[src/hdl/ppc_pkg.sv]
// Purpose: constants and types for the port power management and MSI capability block
// Assumes: byte addresses of one configuration dword per register
// Notes:   strap defaults and field positions live here, register reset values are set in ppc_cap_regs
//
// Overview of operation
// - PM capability id always reads 01h
// - next pointers 48h and 68h, loadable, read-only
// - PM revision field reads 011b
// - PME clock bit hardwired zero
// - D1 and D2 support bits read zero
// - PME support field defaults to 19h
// - device specific init bit defaults zero
// - power state field RW, D0..D3hot encodings
// - D3hot to D0 write gives hot reset, plus internal reset when no soft reset is clear
// - no soft reset bit set suppresses the internal reset
// - PME messages only while PME enable set
// - data select writable only when enabled externally
// - PME status always reads zero
// - MSI capability id always reads 05h
// - MSI enable set forbids legacy INTx use
// - 64-bit address capable bit reads one
// - message address dword aligned, low bits zero
// - upper address only valid with 64-bit capability
package ppc_pkg;
    // ----------------------------------------
    // offsets
    // ----------------------------------------
    localparam logic [7:0] OFF_PM_CAP   = 8'h40;
    localparam logic [7:0] OFF_PM_CTL   = 8'h44;
    localparam logic [7:0] OFF_MSI_CAP  = 8'h48;
    localparam logic [7:0] OFF_MSI_ADDR = 8'h4c;
    // ----------------------------------------
    // fixed values and defaults
    // ----------------------------------------
    localparam logic [7:0] PM_CAP_ID    = 8'h01;
    localparam logic [7:0] MSI_CAP_ID   = 8'h05;
    localparam logic [7:0] PM_NEXT_DEF  = 8'h48;
    localparam logic [7:0] MSI_NEXT_DEF = 8'h68;
    localparam logic [2:0] PM_REV       = 3'h3;
    localparam logic [4:0] PME_SUP_DEF  = 5'h19;
    localparam logic [1:0] PS_D0        = 2'h0;
    localparam logic [1:0] PS_D3HOT     = 2'h3;
    localparam logic       MSI64_CAP    = 1'h1;
    // ----------------------------------------
    // field positions
    // ----------------------------------------
    localparam int NEXT_LSB   = 8;
    localparam int REV_LSB    = 16;
    localparam int PMECLK_BIT = 19;
    localparam int DSI_BIT    = 21;
    localparam int AUX_LSB    = 22;
    localparam int D1_BIT     = 25;
    localparam int D2_BIT     = 26;
    localparam int PMESUP_LSB = 27;
    localparam int PS_LSB     = 0;
    localparam int NOSOFT_BIT = 3;
    localparam int PMEEN_BIT  = 8;
    localparam int DSEL_LSB   = 9;
    localparam int PMEST_BIT  = 15;
    localparam int DATA_LSB   = 24;
    localparam int MSIEN_BIT  = 16;
    localparam int MME_LSB    = 20;
    localparam int MSI64_BIT  = 23;
    localparam int ADDR_LSB   = 2;
    // ----------------------------------------
    // types
    // ----------------------------------------
    typedef struct packed {
        logic [7:0] pmNext;
        logic [7:0] msiNext;
        logic       noSoftRst;
        logic       devSpecInit;
        logic [2:0] auxCurrent;
        logic [4:0] pmeSupport;
        logic [7:0] dataByte;
    } ppc_strap_t;

    localparam ppc_strap_t STRAP_DEF = '{pmNext: PM_NEXT_DEF, msiNext: MSI_NEXT_DEF,
        noSoftRst: 1'h1, devSpecInit: 1'h0, auxCurrent: 3'h0,
        pmeSupport: PME_SUP_DEF, dataByte: 8'h00};

    typedef struct packed {
        logic        wr;
        logic [7:0]  addr;
        logic [3:0]  be;
        logic [31:0] wdata;
    } ppc_cfg_req_t;

    typedef struct packed {
        logic [1:0]  pwrState;
        logic        pmeEn;
        logic [3:0]  dataSel;
        logic        msiEn;
        logic [2:0]  msiMme;
        logic [29:0] msiAddr;
        ppc_strap_t  strap;
        logic [31:0] rdata;
        logic        ack;
        logic        hotRst;
        logic        intRst;
    } ppc_state_t;
endpackage

[src/hdl/ppc_rst_sync.sv]
// Purpose: release of the asynchronous reset through two flops
// Assumes: rst_b active low
// Notes:   assertion is immediate, release is synchronous
`timescale 1ns/1ps
`default_nettype none
module ppc_rst_sync (
    // clock and reset
    input  wire logic clk_sys,
    input  wire logic rst_b,
    // synchronised copy
    output logic      rstSyncB
);
    logic [1:0] sync_reg;

    always_ff @(posedge clk_sys or negedge rst_b) begin
        if (!rst_b) begin
            sync_reg <= 2'h0;
        end else begin
            sync_reg <= {sync_reg[0], 1'h1};
        end
    end

    assign rstSyncB = sync_reg[1];
endmodule
`default_nettype wire

[src/hdl/ppc_pm_transition.sv]
// Purpose: detect the D3hot to D0 power state write
// Assumes: wrStrobe is one cycle per accepted write
// Notes:   purely combinational, caller registers the pulses
`timescale 1ns/1ps
`default_nettype none
module ppc_pm_transition (
    // power state write
    input  wire logic       wrStrobe,
    input  wire logic [1:0] prevState,
    input  wire logic [1:0] newState,
    input  wire logic       noSoftRst,
    // results
    output logic            hotRst,
    output logic            intRst
);
    always_comb begin
        hotRst = wrStrobe && prevState == ppc_pkg::PS_D3HOT
                 && newState == ppc_pkg::PS_D0;
        intRst = hotRst && !noSoftRst;
    end
endmodule
`default_nettype wire

[src/hdl/ppc_cap_regs.sv]
// Purpose: PM and MSI capability registers of one switch port
// Assumes: one configuration request per cycle, answered the next cycle
// Notes:   ce low freezes every flop but the reset synchroniser, requests are then not taken
`timescale 1ns/1ps
`default_nettype none
module ppc_cap_regs (
    // clock, reset, enable
    input  wire logic                  clk_sys,
    input  wire logic                  rst_b,
    input  wire logic                  ce,
    // configuration requests
    input  wire logic                  cfgReq,
    input  wire ppc_pkg::ppc_cfg_req_t cfgIn,
    output logic                       cfgAck,
    output logic [31:0]                cfgRdata,
    // defaults from the serial configuration source
    input  wire logic                  strapLoad,
    input  wire ppc_pkg::ppc_strap_t   strapIn,
    input  wire logic                  dataSelWrEn,
    // PME and interrupt path
    input  wire logic                  pmeEventIn,
    output logic                       pmeMsgOut,
    output logic                       msiEnable,
    output logic                       intxPermit,
    output logic [2:0]                 msiMultiEnable,
    output logic [31:0]                msiAddr,
    output logic                       msi64Capable,
    // power state and resets
    output logic [1:0]                 pwrState,
    output logic                       hotResetPulse,
    output logic                       intResetPulse,
    output logic                       downstream_reset_out_n
);
    // ----------------------------------------
    // reset release and state
    // ----------------------------------------
    logic                rstSyncB;
    ppc_pkg::ppc_state_t st_reg;
    ppc_pkg::ppc_state_t st_next;
    logic                take;
    logic                psWrite;
    logic [31:0]         oldWord;
    logic [31:0]         mergedWord;
    logic                hotRst;
    logic                intRst;

    localparam ppc_pkg::ppc_state_t ST_RST = '{pwrState: ppc_pkg::PS_D0, pmeEn: 1'h0,
        dataSel: 4'h0, msiEn: 1'h0, msiMme: 3'h0, msiAddr: 30'h0,
        strap: ppc_pkg::STRAP_DEF, rdata: 32'h0, ack: 1'h0,
        hotRst: 1'h0, intRst: 1'h0};

    ppc_rst_sync u_rst (
        .clk_sys  (clk_sys),
        .rst_b    (rst_b),
        .rstSyncB (rstSyncB)
    );

    // ----------------------------------------
    // read view of each register
    // ----------------------------------------
    function automatic logic [31:0] readWord(input logic [7:0] addr,
                                             input ppc_pkg::ppc_state_t s);
        logic [31:0] w;
        w = 32'h0;
        if (addr == ppc_pkg::OFF_PM_CAP) begin
            w[7:0] = ppc_pkg::PM_CAP_ID;
            w[ppc_pkg::NEXT_LSB +: 8] = s.strap.pmNext;
            w[ppc_pkg::REV_LSB +: 3] = ppc_pkg::PM_REV;
            w[ppc_pkg::PMECLK_BIT] = 1'h0;
            w[ppc_pkg::DSI_BIT] = s.strap.devSpecInit;
            w[ppc_pkg::AUX_LSB +: 3] = s.strap.auxCurrent;
            w[ppc_pkg::D1_BIT] = 1'h0;
            w[ppc_pkg::D2_BIT] = 1'h0;
            w[ppc_pkg::PMESUP_LSB +: 5] = s.strap.pmeSupport;
        end else if (addr == ppc_pkg::OFF_PM_CTL) begin
            w[ppc_pkg::PS_LSB +: 2] = s.pwrState;
            w[ppc_pkg::NOSOFT_BIT] = s.strap.noSoftRst;
            w[ppc_pkg::PMEEN_BIT] = s.pmeEn;
            w[ppc_pkg::DSEL_LSB +: 4] = s.dataSel;
            w[ppc_pkg::PMEST_BIT] = 1'h0;
            w[ppc_pkg::DATA_LSB +: 8] = s.strap.dataByte;
        end else if (addr == ppc_pkg::OFF_MSI_CAP) begin
            w[7:0] = ppc_pkg::MSI_CAP_ID;
            w[ppc_pkg::NEXT_LSB +: 8] = s.strap.msiNext;
            w[ppc_pkg::MSIEN_BIT] = s.msiEn;
            w[ppc_pkg::MME_LSB +: 3] = s.msiMme;
            w[ppc_pkg::MSI64_BIT] = ppc_pkg::MSI64_CAP;
        end else if (addr == ppc_pkg::OFF_MSI_ADDR) begin
            w[31:ppc_pkg::ADDR_LSB] = s.msiAddr;
        end
        return w;
    endfunction

    // byte enables pick new bytes over old ones
    function automatic logic [31:0] mergeBytes(input logic [31:0] oldW,
                                               input logic [31:0] newW,
                                               input logic [3:0]  be);
        logic [31:0] w;
        w = oldW;
        for (int i = 0; i < 4; i++) begin
            if (be[i]) begin
                w[i*8 +: 8] = newW[i*8 +: 8];
            end
        end
        return w;
    endfunction

    // ----------------------------------------
    // next state
    // ----------------------------------------
    assign take       = ce && cfgReq;
    assign oldWord    = readWord({cfgIn.addr[7:2], 2'h0}, st_reg);
    assign mergedWord = mergeBytes(oldWord, cfgIn.wdata, cfgIn.be);
    assign psWrite    = take && cfgIn.wr && cfgIn.be[0]
                        && {cfgIn.addr[7:2], 2'h0} == ppc_pkg::OFF_PM_CTL;

    ppc_pm_transition u_trans (
        .wrStrobe  (psWrite),
        .prevState (st_reg.pwrState),
        .newState  (mergedWord[ppc_pkg::PS_LSB +: 2]),
        .noSoftRst (st_reg.strap.noSoftRst),
        .hotRst    (hotRst),
        .intRst    (intRst)
    );

    always_comb begin
        logic [7:0] a;
        a = {cfgIn.addr[7:2], 2'h0};
        st_next = st_reg;
        st_next.ack = 1'h0;
        st_next.hotRst = 1'h0;
        st_next.intRst = 1'h0;
        if (strapLoad) begin
            st_next.strap = strapIn;
        end
        if (take) begin
            st_next.ack = 1'h1;
            if (!cfgIn.wr) begin
                st_next.rdata = readWord(a, st_reg);
            end else if (a == ppc_pkg::OFF_PM_CTL) begin
                st_next.pwrState = mergedWord[ppc_pkg::PS_LSB +: 2];
                st_next.pmeEn = mergedWord[ppc_pkg::PMEEN_BIT];
                if (dataSelWrEn) begin
                    st_next.dataSel = mergedWord[ppc_pkg::DSEL_LSB +: 4];
                end
            end else if (a == ppc_pkg::OFF_MSI_CAP) begin
                st_next.msiEn = mergedWord[ppc_pkg::MSIEN_BIT];
                st_next.msiMme = mergedWord[ppc_pkg::MME_LSB +: 3];
            end else if (a == ppc_pkg::OFF_MSI_ADDR) begin
                st_next.msiAddr = mergedWord[31:ppc_pkg::ADDR_LSB];
            end
        end
        st_next.hotRst = hotRst;
        if (intRst) begin
            // soft reset returns function state to defaults, straps survive
            st_next.intRst = 1'h1;
            st_next.pmeEn = 1'h0;
            st_next.dataSel = 4'h0;
            st_next.msiEn = 1'h0;
            st_next.msiMme = 3'h0;
            st_next.msiAddr = 30'h0;
        end
    end

    always_ff @(posedge clk_sys or negedge rstSyncB) begin
        if (!rstSyncB) begin
            st_reg <= ST_RST;
        end else if (ce) begin
            st_reg <= st_next;
        end
    end

    // ----------------------------------------
    // outputs
    // ----------------------------------------
    assign cfgAck         = st_reg.ack;
    assign cfgRdata       = st_reg.rdata;
    assign pwrState       = st_reg.pwrState;
    assign pmeMsgOut      = pmeEventIn && st_reg.pmeEn;
    assign msiEnable      = st_reg.msiEn;
    assign intxPermit     = !st_reg.msiEn;
    assign msiMultiEnable = st_reg.msiMme;
    assign msiAddr        = {st_reg.msiAddr, 2'h0};
    // upper half lives elsewhere; consumers gate it with this flag
    assign msi64Capable   = ppc_pkg::MSI64_CAP;
    assign hotResetPulse  = st_reg.hotRst;
    assign intResetPulse  = st_reg.intRst;
    // the hot reset is kept inside the port, downstream reset stays high
    assign downstream_reset_out_n = 1'h1;
endmodule
`default_nettype wire

[config.mk]
export PLATFORM = sky130hd
export DESIGN_NAME = ppc_cap_regs
export DESIGN_NICKNAME = d
export VERILOG_FILES = /design/src/hdl/ppc_pkg.sv /design/src/hdl/ppc_rst_sync.sv /design/src/hdl/ppc_pm_transition.sv /design/src/hdl/ppc_cap_regs.sv
export SDC_FILE = /design/constraint.sdc
export NUM_CORES = 1
export LEC_CHECK = 0
export BUFFER_PORTS_ARGS = -buffer_cell sky130_fd_sc_hd__buf_2
export CAP_MARGIN = 10
export CORE_MARGIN = 5
export CORE_UTILIZATION = 58
export CTS_BUF_LIST = sky130_fd_sc_hd__clkbuf_2 sky130_fd_sc_hd__clkbuf_4 sky130_fd_sc_hd__clkbuf_8
export DETAILED_ROUTE_END_ITERATION = 6
export PLACE_DENSITY = 0.95
export SETUP_SLACK_MARGIN = 0.2
export SLEW_MARGIN = 0
export SYNTH_ARGS = -nofsm -noshare
export SYNTH_HDL_FRONTEND = slang
export SYNTH_HIERARCHICAL = 1
export SYNTH_SLANG_ARGS = --single-unit
[constraint.sdc]
create_clock -name clk_sys -period 5.6 [get_ports clk_sys]
set_input_delay 0.28 -clock clk_sys [delete_from_list [all_inputs] [get_ports clk_sys]]
set_output_delay 0.28 -clock clk_sys [all_outputs]
set_load 0.02 [all_outputs]
==> summary.md, run 1 <==
| Metric | Value |
|---|---|
| Status | complete, no violations |
| Max Clk Rate | 0.277 GHz |
| Routed WL | 14200 µm |
| Post-layout util | 64.4% |
| Synthesized cell area | 5640 µm² |
| Via-per-instance ratio | 5.78 |
| Final worst-path cycle share | between 60% and 70% |
| RD Place Congestion | 0.844 |
| DRC violations left | 0 |
| Max cap viols | 0 |
| Number of flops mapped to enable cells by yosys | 0 |
| Worst setup startpoint | cfgIn[38] |
| Share of post-route cells with drive strength above 1 | 39.3% |
| Cell count after synthesis | 521 |
| Register area share after synthesis | 49.9% |
| Antenna violations before repair | 0 |
| Gr usage total | 24.5% |
| Row count | 36 |
| DIE AREA | between 10000 and 15000 µm² |
| Reg2Reg Depth | 7 |
| Critical Path AT | 3.87 ns |
| CTS sink cnt | 112 |
| Worst-margin pin slew | about 1.1 ns |
| Total leakage power | 3.04 nW |
| Count leader, synth | dfrtp_1 |
| Hold Path Cell Cnt | 2 |
| Slew Viols, Final | 0 |
| Area growth, synth to finish | 10.0% |
| Critical path class | in2reg |
| Final Hold Viols | 0 |
| Height of the die | 109 µm |
| Wire per inst | 19.4 µm |
| Router iterations before antenna repair | 5 |
| RR Startpoint | pwrState[0] |
| FF-to-FF setup slack | 2.56 ns |
| Worst Hold End | st_reg[61] |
| Total chip power | around 1.7 mW |
| Filler cell count | 794 |
| Root buf cell | clkbuf_8 |
| Final setup viols | 0 |
| Worst hold start | strapIn[26] |
| CTS Buffer Depth | 2 |
| Core ar. | 9640 µm² |
| Initial Util | between 50% and 60% |
| Ys flop type | dfrtp_1 |
| TritonCTS Buffers | 9 |
| Pwr/cell area | 270 nW/µm² |
| Share of the synthesized area in the top cell type | 45.7% |
| Synth area leader | dfrtp_1 |
| Highest-delay cell along the critical path | nor4_2 |
| Critical Path Fanout Max | 24 |
| Clock transition at path regs | 0.10 ns |
| Final #Nets | 677 |
| Tmin final | 3.61 ns |
| Setup WS post-layout | about 2 ns |
| Final instance area | just over 6000 µm² |
| CP endpoint kind | flop |
| CP startpoint kind | input port |
| Unrepaired setup endpoints after global routing | false |
| Clk_lat worst skew | ~0.38 ns |
| First-pass GRT wire length | 22200 µm |
| Hold/Removal Path Class | in2reg |
| Synth top cells by count | 103 x dfrtp_1, 71 x buf_4, 59 x nand2_1 |
| Post-DP Area | roughly 6000 µm² |
| Port bufs | approximately 160 |
| I/O Pins | around 160 |
| Via Count | 4212 |
| Diode count | 0 |
| Synth Register Bits | 112 |
| Die Span X | around 110 µm |
| Largest net degree at the start of global routing | 73 |
| Worst ir drop on vdd | ~0.16 mV |
| CTS tree | built |
| Iteration-0 DRC Markers | approximately 200 |
| Post-route ant nets | 0 |
| RR Endpoint | msiAddr[12] |
| Dpl ws | roughly 1.6 ns |
| Max FFs per register | 39 |
| Count of cell types in the netlist | 41 |
| H-tree depth | 3 |
| Slew HR | 25.0% |
| Grt total ovfl | 0 |
| Synth warnings | 6 |
| Ranking of synthesized cells by area | dfrtp_1 46%, buf_4 9.4%, mux2_2 8.4% |
| Vias in the first global route | 4390 |
| Max stage delay on crit path | 0.73 ns |
| WP data required | 5.86 ns |
| Critical path, cell by cell | buf_2 > inv_1 > nor3_2 > and4_1 > and2_1 > nand3_1 > nor4_2 > o21a_1 > o21ai_2 > a22o_1 |
| TNS Setup | 0 ns |
| Post-synth ARST share | 100% |
| Fin Clk Skew | approximately 0.012 ns |
| Post-Synthesis Mean Instance Area | 10.8 µm² |
| DP Wirelength | 10200 µm |
==> repair_timing <==
item	CTS	global route
resized for setup	0	0
hold buffers	1	0
hold endpoints to repair	2	0
buffers inserted	0	0
==> area by class of cell <==
| class | count | area [µm²] | area share (%) |
|---|---|---|---|
| inverter | 4 | 15.0 | 0.242 |
| clock buffer | 14 | 180 | 2.90 |
| sequential | 112 | 2820 | 45.4 |
| multi-input combinational | 304 | 2150 | 34.7 |
| tap | 133 | 166 | 2.68 |
| clock inverter | 2 | 60.1 | 0.968 |
| timing repair buffer | 160 | 813 | 13.1 |
==> how the worst max path moves through the flow <==
stage	endpoint	slack, ns	cells after the start
3_5_place_dp	msiAddr[12]	1.60	10
6_report	msiAddr[12]	1.99	10
5_1_grt	msiAddr[12]	1.71	10
2_1_floorplan	cfgAck	2.26	0
3_3_place_gp	msiAddr[9]	1.72	10
4_1_cts	msiAddr[12]	2.00	10
==> layer usage <==
layer  GRT usage (%)  wire, µm  vias to the layer above
met2            40.7      6900                      188
met1            31.3      5820                     2071
met5               0         0                        -
li1                -         -                     1920
met3            4.74      1050                       33
met4            10.8       387                        0
==> cells in the final DEF (no fill, tap or decap), types with 3 or more instances in the layout <==
cell,count
a22o_1,11
and2_1,6
a32o_1,11
nor2_1,11
a21oi_1,8
o31a_1,3
o21ai_0,41
and3_1,4
nand2_1,59
dfstp_2,9
buf_2,156
o21ai_1,9
conb_1,5
mux2i_1,25
mux2_2,42
nand3_1,7
inv_1,4
clkbuf_8,12
a22oi_1,14
buf_4,3
dfrtp_1,102
o2bb2ai_1,25
==> where the power goes <==
group	switching, mW	internal (mW)
Clock	0.264	0.299
Combinational	0.115	0.0959
Sequential	0.0375	0.865
==> kinds of logic (layout without fill, tap and decap cells) <==
logic type             Yosys count  in the layout  synth area share [%]
DFF                            112            112                  49.9
other                            3              5                 0.200
AOI/OAI and AO/OA              131            131                  16.2
buffers and inverters          107            180                  12.1
muxes                           67             67                  12.8
and+or+nand+nor                101            101                  8.72
==> through the flow <==
stage,hold WS (ns),std cells
after floorplan,-0.0156,523
after CTS,0.119,729
final,0.130,729
after global routing,0.111,729
after global placement,0.0644,712
after detailed placement,0.0666,712
==> critical path, delay by kind of cell <==
family | cells | cell delay (ns)
AOI/OAI and AO/OA | 3 | 1.11
buffers and inverters | 2 | 0.79
and+or+nand+nor | 5 | 1.67
Power figures use the tool's default switching activity.
==> inputs of run 2 (changes only) <==
- ABC_AREA: not set -> 1
- CORE_UTILIZATION: 58 -> 49
- PLACE_DENSITY: 0.95 -> 0.87
- clock period: 5.6 -> 3.3 ns (I/O delays scaled with it)
==> run 2 against run 1 <==
Against the previous run: synthesized area grew 4.3%; die area up 21%; global-route usage fell by 3.2 points; critical endpoint is now msiAddr[31]; via count up 19%.
==> summary.md, run 2 <==
| Metric | Value |
|---|---|
| Slew Viols, Final | 0 (unchanged) |
| Total chip power | 2.96 mW (was 1.68 mW) |
| Post-DP Area | 6260 µm² (was 5960 µm²) |
| Reg2Reg Depth | 15 (was 7) |
| Wire per inst | 15.8 µm (was 19.4 µm) |
| Post-Synthesis Mean Instance Area | 8.26 µm² (was 10.8 µm²) |
| CTS tree | built (unchanged) |
| Router iterations before antenna repair | 5 (unchanged) |
| Share of post-route cells with drive strength above 1 | 30.1% (was 39.3%) |
| Synth area leader | dfrtp_1 (unchanged) |
| Critical Path AT | 2.86 ns (was 3.87 ns) |
| Total leakage power | 3.54 nW (was 3.04 nW) |
| Pwr/cell area | 453 nW/µm² (was 270 nW/µm²) |
| Unrepaired setup endpoints after global routing | false (unchanged) |
| Tmin final | 2.56 ns |
| Via Count | 4992 (was 4212) |
| Hold/Removal Path Class | in2reg (unchanged) |
| Largest net degree at the start of global routing | 108 (was 73) |
| I/O Pins | 163 (unchanged) |
| Height of the die | 120 µm (was 109 µm) |
| RR Startpoint | pwrState[1] (was pwrState[0]) |
| Synth warnings | 6 (unchanged) |
| CTS Buffer Depth | 2 (unchanged) |
| Port bufs | 156 (unchanged) |
| Final instance area | 6540 µm² (was 6210 µm²) |
| Max FFs per register | 39 (unchanged) |
| Resized Gates After CTS | 0 (unchanged) |
| Most frequent cells in the layout | 195 x nand2_1, 156 x buf_2, 102 x dfrtp_1 (was 156 x buf_2, 102 x dfrtp_1, 59 x nand2_1) |
| CP startpoint kind | flop (was input port) |
| Row count | 40 (was 36) |
| Max cap viols | 0 (unchanged) |
| Post-synth ARST share | 100% (unchanged) |
| Vias in the first global route | 4996 (was 4390) |
| Critical Path Fanout Max | 19 (was 24) |
| Area growth, synth to finish | 11.2% (was 10.0%) |
| Die Span X | 120 µm (was 109 µm) |
| FF-to-FF setup slack | 0.74 ns (was 2.56 ns) |
| Most common cell after layout, fill and taps aside | nand2_1 (was buf_2) |
| RR Endpoint | msiAddr[31] (was msiAddr[12]) |
| Post-route ant nets | 0 (unchanged) |
| CTS sink cnt | 112 (unchanged) |
| Final setup viols | 0 (unchanged) |
| Synthesized cell area | 5880 µm² (was 5640 µm²) |
| Gr usage total | 21.3% (was 24.5%) |
| Ys flop type | dfrtp_1 (unchanged) |
| H-tree depth | 3 (unchanged) |
| DIE AREA | 14300 µm² (was 11800 µm²) |
| Slew HR | 38.8% (was 25.0%) |
| DRC violations left | 0 (unchanged) |
| Core ar. | 11900 µm² (was 9640 µm²) |
| Final Hold Viols | 0 (unchanged) |
| Final worst-path cycle share | 77.7% |
| Worst ir drop on vdd | 0.216 mV (was 0.158 mV) |
| Antenna violations before repair | 1 (was 0) |
| Final #Nets | 881 (was 677) |
| Clk_lat worst skew | 0.38 ns (about the same) |
| Cell count after synthesis | 712 (was 521) |
| Status | complete, no violations (unchanged) |
| Via-per-instance ratio | 5.27 (was 5.78) |
| Count leader, synth | nand2_1 (was dfrtp_1) |
| WP data required | 3.60 ns (was 5.86 ns) |
| Post-CTS setup buffers | 0 (unchanged) |
| Grt total ovfl | 0 (unchanged) |
| Synth Register Bits | 112 (unchanged) |
| Routed WL | 15000 µm (was 14200 µm) |
| Iteration-0 DRC Markers | 504 (was 196) |
| Hold bufs inserted after CTS | 2 (was 1) |
| Worst-margin pin slew | 0.917 ns (was 1.13 ns) |
| TritonCTS Buffers | 9 (unchanged) |
| Initial Util | 49.4% (was 58.5%) |
| Number of flops mapped to enable cells by yosys | 0 (unchanged) |
| First-pass GRT wire length | 24300 µm (was 22200 µm) |
| Critical path class | reg2reg (was in2reg) |
| Critical Path End | msiAddr[31] (was msiAddr[12]) |
| Post-layout util | 54.9% (was 64.4%) |
| Synth top cells by count | 195 x nand2_1, 103 x dfrtp_1, 75 x buf_4 (was 103 x dfrtp_1, 71 x buf_4, 59 x nand2_1) |
| DP Wirelength | 11000 µm (was 10200 µm) |
| TNS Setup | 0 ns (unchanged) |
| Root buf cell | clkbuf_8 (unchanged) |
| Register area share after synthesis | 47.9% (was 49.9%) |
| Max Clk Rate | 0.390 GHz |
| RD Place Congestion | 0.883 (was 0.844) |
| Count of cell types in the netlist | 32 (was 41) |
| Fin Clk Skew | 0.0107 ns (was 0.0125 ns) |
| Worst setup startpoint | pwrState[1] (was cfgIn[38]) |
| Share of the synthesized area in the top cell type | 43.8% (was 45.7%) |
| CP endpoint kind | flop (unchanged) |
| Ranking of synthesized cells by area | dfrtp_1 44%, nand2_1 12%, buf_4 9.6% (was dfrtp_1 46%, buf_4 9.4%, mux2_2 8.4%) |
| Clock transition at path regs | 0.11 ns (was 0.10 ns) |
==> run 2: cell types whose count changed after synthesis, moves of 14 or more <==
cell	delta
a22oi_1	-14
inv_1	+41
mux2_2	-17
mux2i_1	-25
nand2_1	+136
nand3_1	+37
nand4_1	+15
nor2_1	+60
o2bb2ai_1	-25
==> run 2: where the power goes <==
group	internal, mW	switching, mW
Sequential	1.49	0.0609
Clock	0.528	0.478
Combinational	0.160	0.249
==> run 2: logic make-up after synthesis <==
family / Yosys count / share of synthesized area [%]
other: 3 / 0.191
AO/OA/AOI/OAI: 80 / 7.40
multiplexers: 25 / 4.79
AND/OR/NAND/NOR: 345 / 25.1
flip-flops: 112 / 47.9
buffers and inverters: 147 / 14.6
==> run 2: worst max-delay path, cell delays in order, from the launching register on <==
cell and delay, ns:
dfrtp_1 0.43, inv_1 0.06, nor2_1 0.05, o21ai_0 0.22, inv_1 0.08, nor2_2 0.10
nand2_1 0.08, nor2_2 0.11, buf_4 0.20, inv_1 0.08, a21oi_2 0.15, buf_4 0.30
nand2_4 0.21, inv_1 0.24, nand2_1 0.09, o21ai_0 0.07
==> run 2: worst min path at each step <==
stage,start,endpoint,slack (ns),depth (start not counted)
2_1_floorplan,rst_b,u_rst/sync_reg[0],-0.13,0
3_3_place_gp,rst_b,u_rst/sync_reg[0],-0.05,1
3_5_place_dp,rst_b,u_rst/sync_reg[0],-0.05,1
4_1_cts,strapIn[14],st_reg[49],0.001,2
5_1_grt,strapIn[25],st_reg[60],0.003,2
6_report,strapIn[14],st_reg[49],0.006,2
==> run 2: cell type report <==
type | count | area [µm²]
clock inverter | 6 | 114
fill | 1087 | 5370
inverter | 50 | 188
sequential | 112 | 2820
timing repair buffer | 167 | 881
multi-input combinational | 455 | 2210
antenna | 1 | 2.50
tap | 147 | 184
clock buffer | 10 | 138
==> run 2: routing by layer <==
layer | part of all wire, % | GRT usage (%) | wire (µm)
met5 | 0 | 0 | 0
met3 | 7.4 | 4.01 | 1110
met2 | 47 | 33.8 | 7000
met4 | 3.2 | 9.38 | 487
met1 | 43 | 28.5 | 6420
==> run 2: metrics by stage <==
| stage | setup slack, ns | instances | hold WS, ns |
|---|---|---|---|
| floorplan | 1.02 | 714 | -0.131 |
| global placement | 0.502 | 929 | -0.0508 |
| detailed placement | 0.391 | 929 | -0.0490 |
| CTS | 0.737 | 947 | 0.00128 |
| global route | 0.447 | 948 | 0.00330 |
| finish | 0.737 | 948 | 0.00647 |
==> inputs of run 3 (changes only) <==
- ABC_AREA: 1 -> 0
- CORE_UTILIZATION: 49 -> 54
- PLACE_DENSITY: 0.87 -> 0.91
- clock period: 3.3 -> 2.4 ns (I/O delays scaled with it)
==> run 3 against run 2 <==
Against the previous run: clock-buffer cell count up 1; maximum frequency up 19%; flip-flop and latch count unchanged; clock power up 8%; die area down 12%; final cell count down 16%; sequential power up 36%; power up 27%; hold slack better by 0.0071 ns; final area up 5.1%; critical path type unchanged; clock skew up 0.00066 ns.
==> summary.md, run 3 (synthesis gave the netlist of run 1 again) <==
| Metric | Value |
|---|---|
| Iteration-0 DRC Markers | 319 (was 504) |
| Unrepaired setup endpoints after global routing | true (was false) |
| Antenna violations before repair | 0 (was 1) |
| Height of the die | 112 µm (was 120 µm) |
| Clk_lat worst skew | 0.37 ns (was 0.38 ns) |
| Most common cell after layout, fill and taps aside | buf_2 (was nand2_1) |
| Wire per inst | 19.3 µm (was 15.8 µm) |
| Final instance area | 6870 µm² (was 6540 µm²) |
| Pwr/cell area | 549 nW/µm² (was 453 nW/µm²) |
| CTS sink cnt | 112 (unchanged) |
| Tmin final | 2.15 ns (was 2.56 ns) |
| Via Count | 4570 (was 4992) |
| Critical path class | reg2reg (unchanged) |
| RD Place Congestion | 0.867 (was 0.883) |
| Final #Nets | 740 (was 881) |
| Final setup viols | 0 (unchanged) |
| Share of post-route cells with drive strength above 1 | 41.7% (was 30.1%) |
| Final worst-path cycle share | 89.7% (was 77.7%) |
| DP Wirelength | 11000 µm (about the same) |
| CP startpoint kind | flop (unchanged) |
| Gr usage total | 24.1% (was 21.3%) |
| Max FFs per register | 39 (unchanged) |
| Max cap viols | 0 (unchanged) |
| Diode count | 0 (was 1) |
| Core ar. | 10300 µm² (was 11900 µm²) |
| Worst ir drop on vdd | 0.346 mV (was 0.216 mV) |
| Fin Clk Skew | 0.0114 ns (was 0.0107 ns) |
| WHS | 0.0136 ns (was 0.00647 ns) |
| Slew HR | 53.0% (was 38.8%) |
| I/O Pins | 163 (unchanged) |
| Die Span X | 112 µm (was 120 µm) |
| DIE AREA | 12600 µm² (was 14300 µm²) |
| First-pass GRT wire length | 24300 µm (about the same) |
| Critical Path AT | 2.42 ns (was 2.86 ns) |
| Vias in the first global route | 4856 (was 4996) |
| CP endpoint kind | flop (unchanged) |
| Routed WL | 15400 µm (was 15000 µm) |
| Largest net degree at the start of global routing | 54 (was 108) |
| Critical Path Fanout Max | 10 (was 19) |
| Slew Viols, Final | 0 (unchanged) |
| Port bufs | 156 (unchanged) |
| DRC violations left | 0 (unchanged) |
| Row count | 37 (was 40) |
| Post-route ant nets | 0 (unchanged) |
| Worst-margin pin slew | 0.705 ns (was 0.917 ns) |
| Via-per-instance ratio | 5.75 (was 5.27) |
| Dpl ws | -0.188 ns (was 0.391 ns) |
| Status | complete, no violations (unchanged) |
| Clock transition at path regs | 0.11 ns (about the same) |
| Router iterations before antenna repair | 5 (unchanged) |
| Final Hold Viols | 0 (unchanged) |
| Initial Util | 54.9% (was 49.4%) |
| CTS Buffer Depth | 2 (unchanged) |
| Hold/Removal Path Class | in2reg (unchanged) |
| Post-DP Area | 6220 µm² (was 6260 µm²) |
| H-tree depth | 3 (unchanged) |
| Grt total ovfl | 0 (unchanged) |
| Root buf cell | clkbuf_8 (unchanged) |
| TritonCTS Buffers | 9 (unchanged) |
| Max Clk Rate | 0.464 GHz (was 0.390 GHz) |
| WP data required | 2.66 ns (was 3.60 ns) |
| Most frequent cells in the layout | 156 x buf_2, 102 x dfrtp_1, 59 x nand2_1 (was 195 x nand2_1, 156 x buf_2, 102 x dfrtp_1) |
| Total leakage power | 3.33 nW (was 3.54 nW) |
| Setup WS post-layout | 0.247 ns (was 0.737 ns) |
| Area growth, synth to finish | 21.9% (was 11.2%) |
| CTS tree | built (unchanged) |
run 3: cell types whose count changed in the layout (fill, tap and decap cells not counted), moves of 16 or more:
cell | previous run | this run
nand3_1 | 44 | 5
mux2_2 | 25 | 42
inv_1 | 45 | 4
mux2i_1 | 0 | 25
o2bb2ai_1 | 0 | 17
nand2_1 | 195 | 59
dlygate4sd3_1 | 2 | 36
nor2_1 | 71 | 11
buf_4 | 8 | 24
run 3: power breakdown:
group,switching [mW],internal [mW],leakage (nW)
clock,0.659,0.429,0.0942
sequential,0.0950,2.02,1.47
combinational,0.285,0.285,1.77
total,1.04,2.73,3.33
run 3: layer usage:
metal / GRT usage (%) / share of wire (%) / up-vias
met1: 30.0 / 40 / 2228
met4: 10.3 / 2.9 / 0
met5: 0 / 0 / -
met2: 40.6 / 49 / 246
li1: - / - / 2050
met3: 5.18 / 7.8 / 46
run 3: per-stage QoR:
stage / utilization [%] / power, mW / TNS (ns) / cells
6_report: 66.9 / 3.77 / 0 / 795
5_1_grt: 66.9 / 3.93 / 0 / 795
4_1_cts: 65.9 / 3.77 / 0 / 791
3_5_place_dp: 60.5 / 2.66 / -4.67 / 739
3_3_place_gp: 60.5 / 2.63 / -1.18 / 739
2_1_floorplan: - / 2.48 / 0 / 523
run 3: area by class of cell:
class	instances	area [µm²]
clock inverters	5	38.8
repair buffers	222	1420
flip-flops and latches	112	2820
clock buffers	11	145
inverters	4	15.0
well taps	136	170
multi-input cells	305	2260
fillers	773	3400
run 3: final timing paths:
| path | start | end | slack (ns) | cells after the start |
|---|---|---|---|---|
| max | pwrState[0] | msiAddr[17] | 0.25 | 9 |
| min | cfgIn[5] | msiAddr[5] | 0.01 | 2 |
| max reg2reg | pwrState[0] | msiAddr[17] | 0.25 | 9 |
| min reg2reg | u_rst/sync_reg[0] | u_rst/sync_reg[1] | 0.37 | 0 |
| max in group asynchronous | u_rst/sync_reg[1] | st_reg[67] | 1.25 | 1 |
| min in group asynchronous | rst_b | u_rst/sync_reg[1] | 0.05 | 2 |
run 3: timing repair:
item | 4_1_cts | 5_1_grt
buffers inserted | 0 | 3
hold buffers | 36 | 0
pin swaps | 0 | 5
setup endpoints to repair | 25 | 37
resized for setup | 4 | 15
cloned | 0 | 1
endpoints found under the hold margin | 37 | 0
run 3: worst max-delay path: stages, from the launching register on:
cell and delay [ns]:
dfrtp_1 0.42, nor2b_1 0.14, o21ai_1 0.17, o21ai_1 0.08, buf_4 0.15, nor4_4 0.35
o21a_2 0.27, o21ai_4 0.14, buf_12 0.19, o2bb2ai_1 0.13
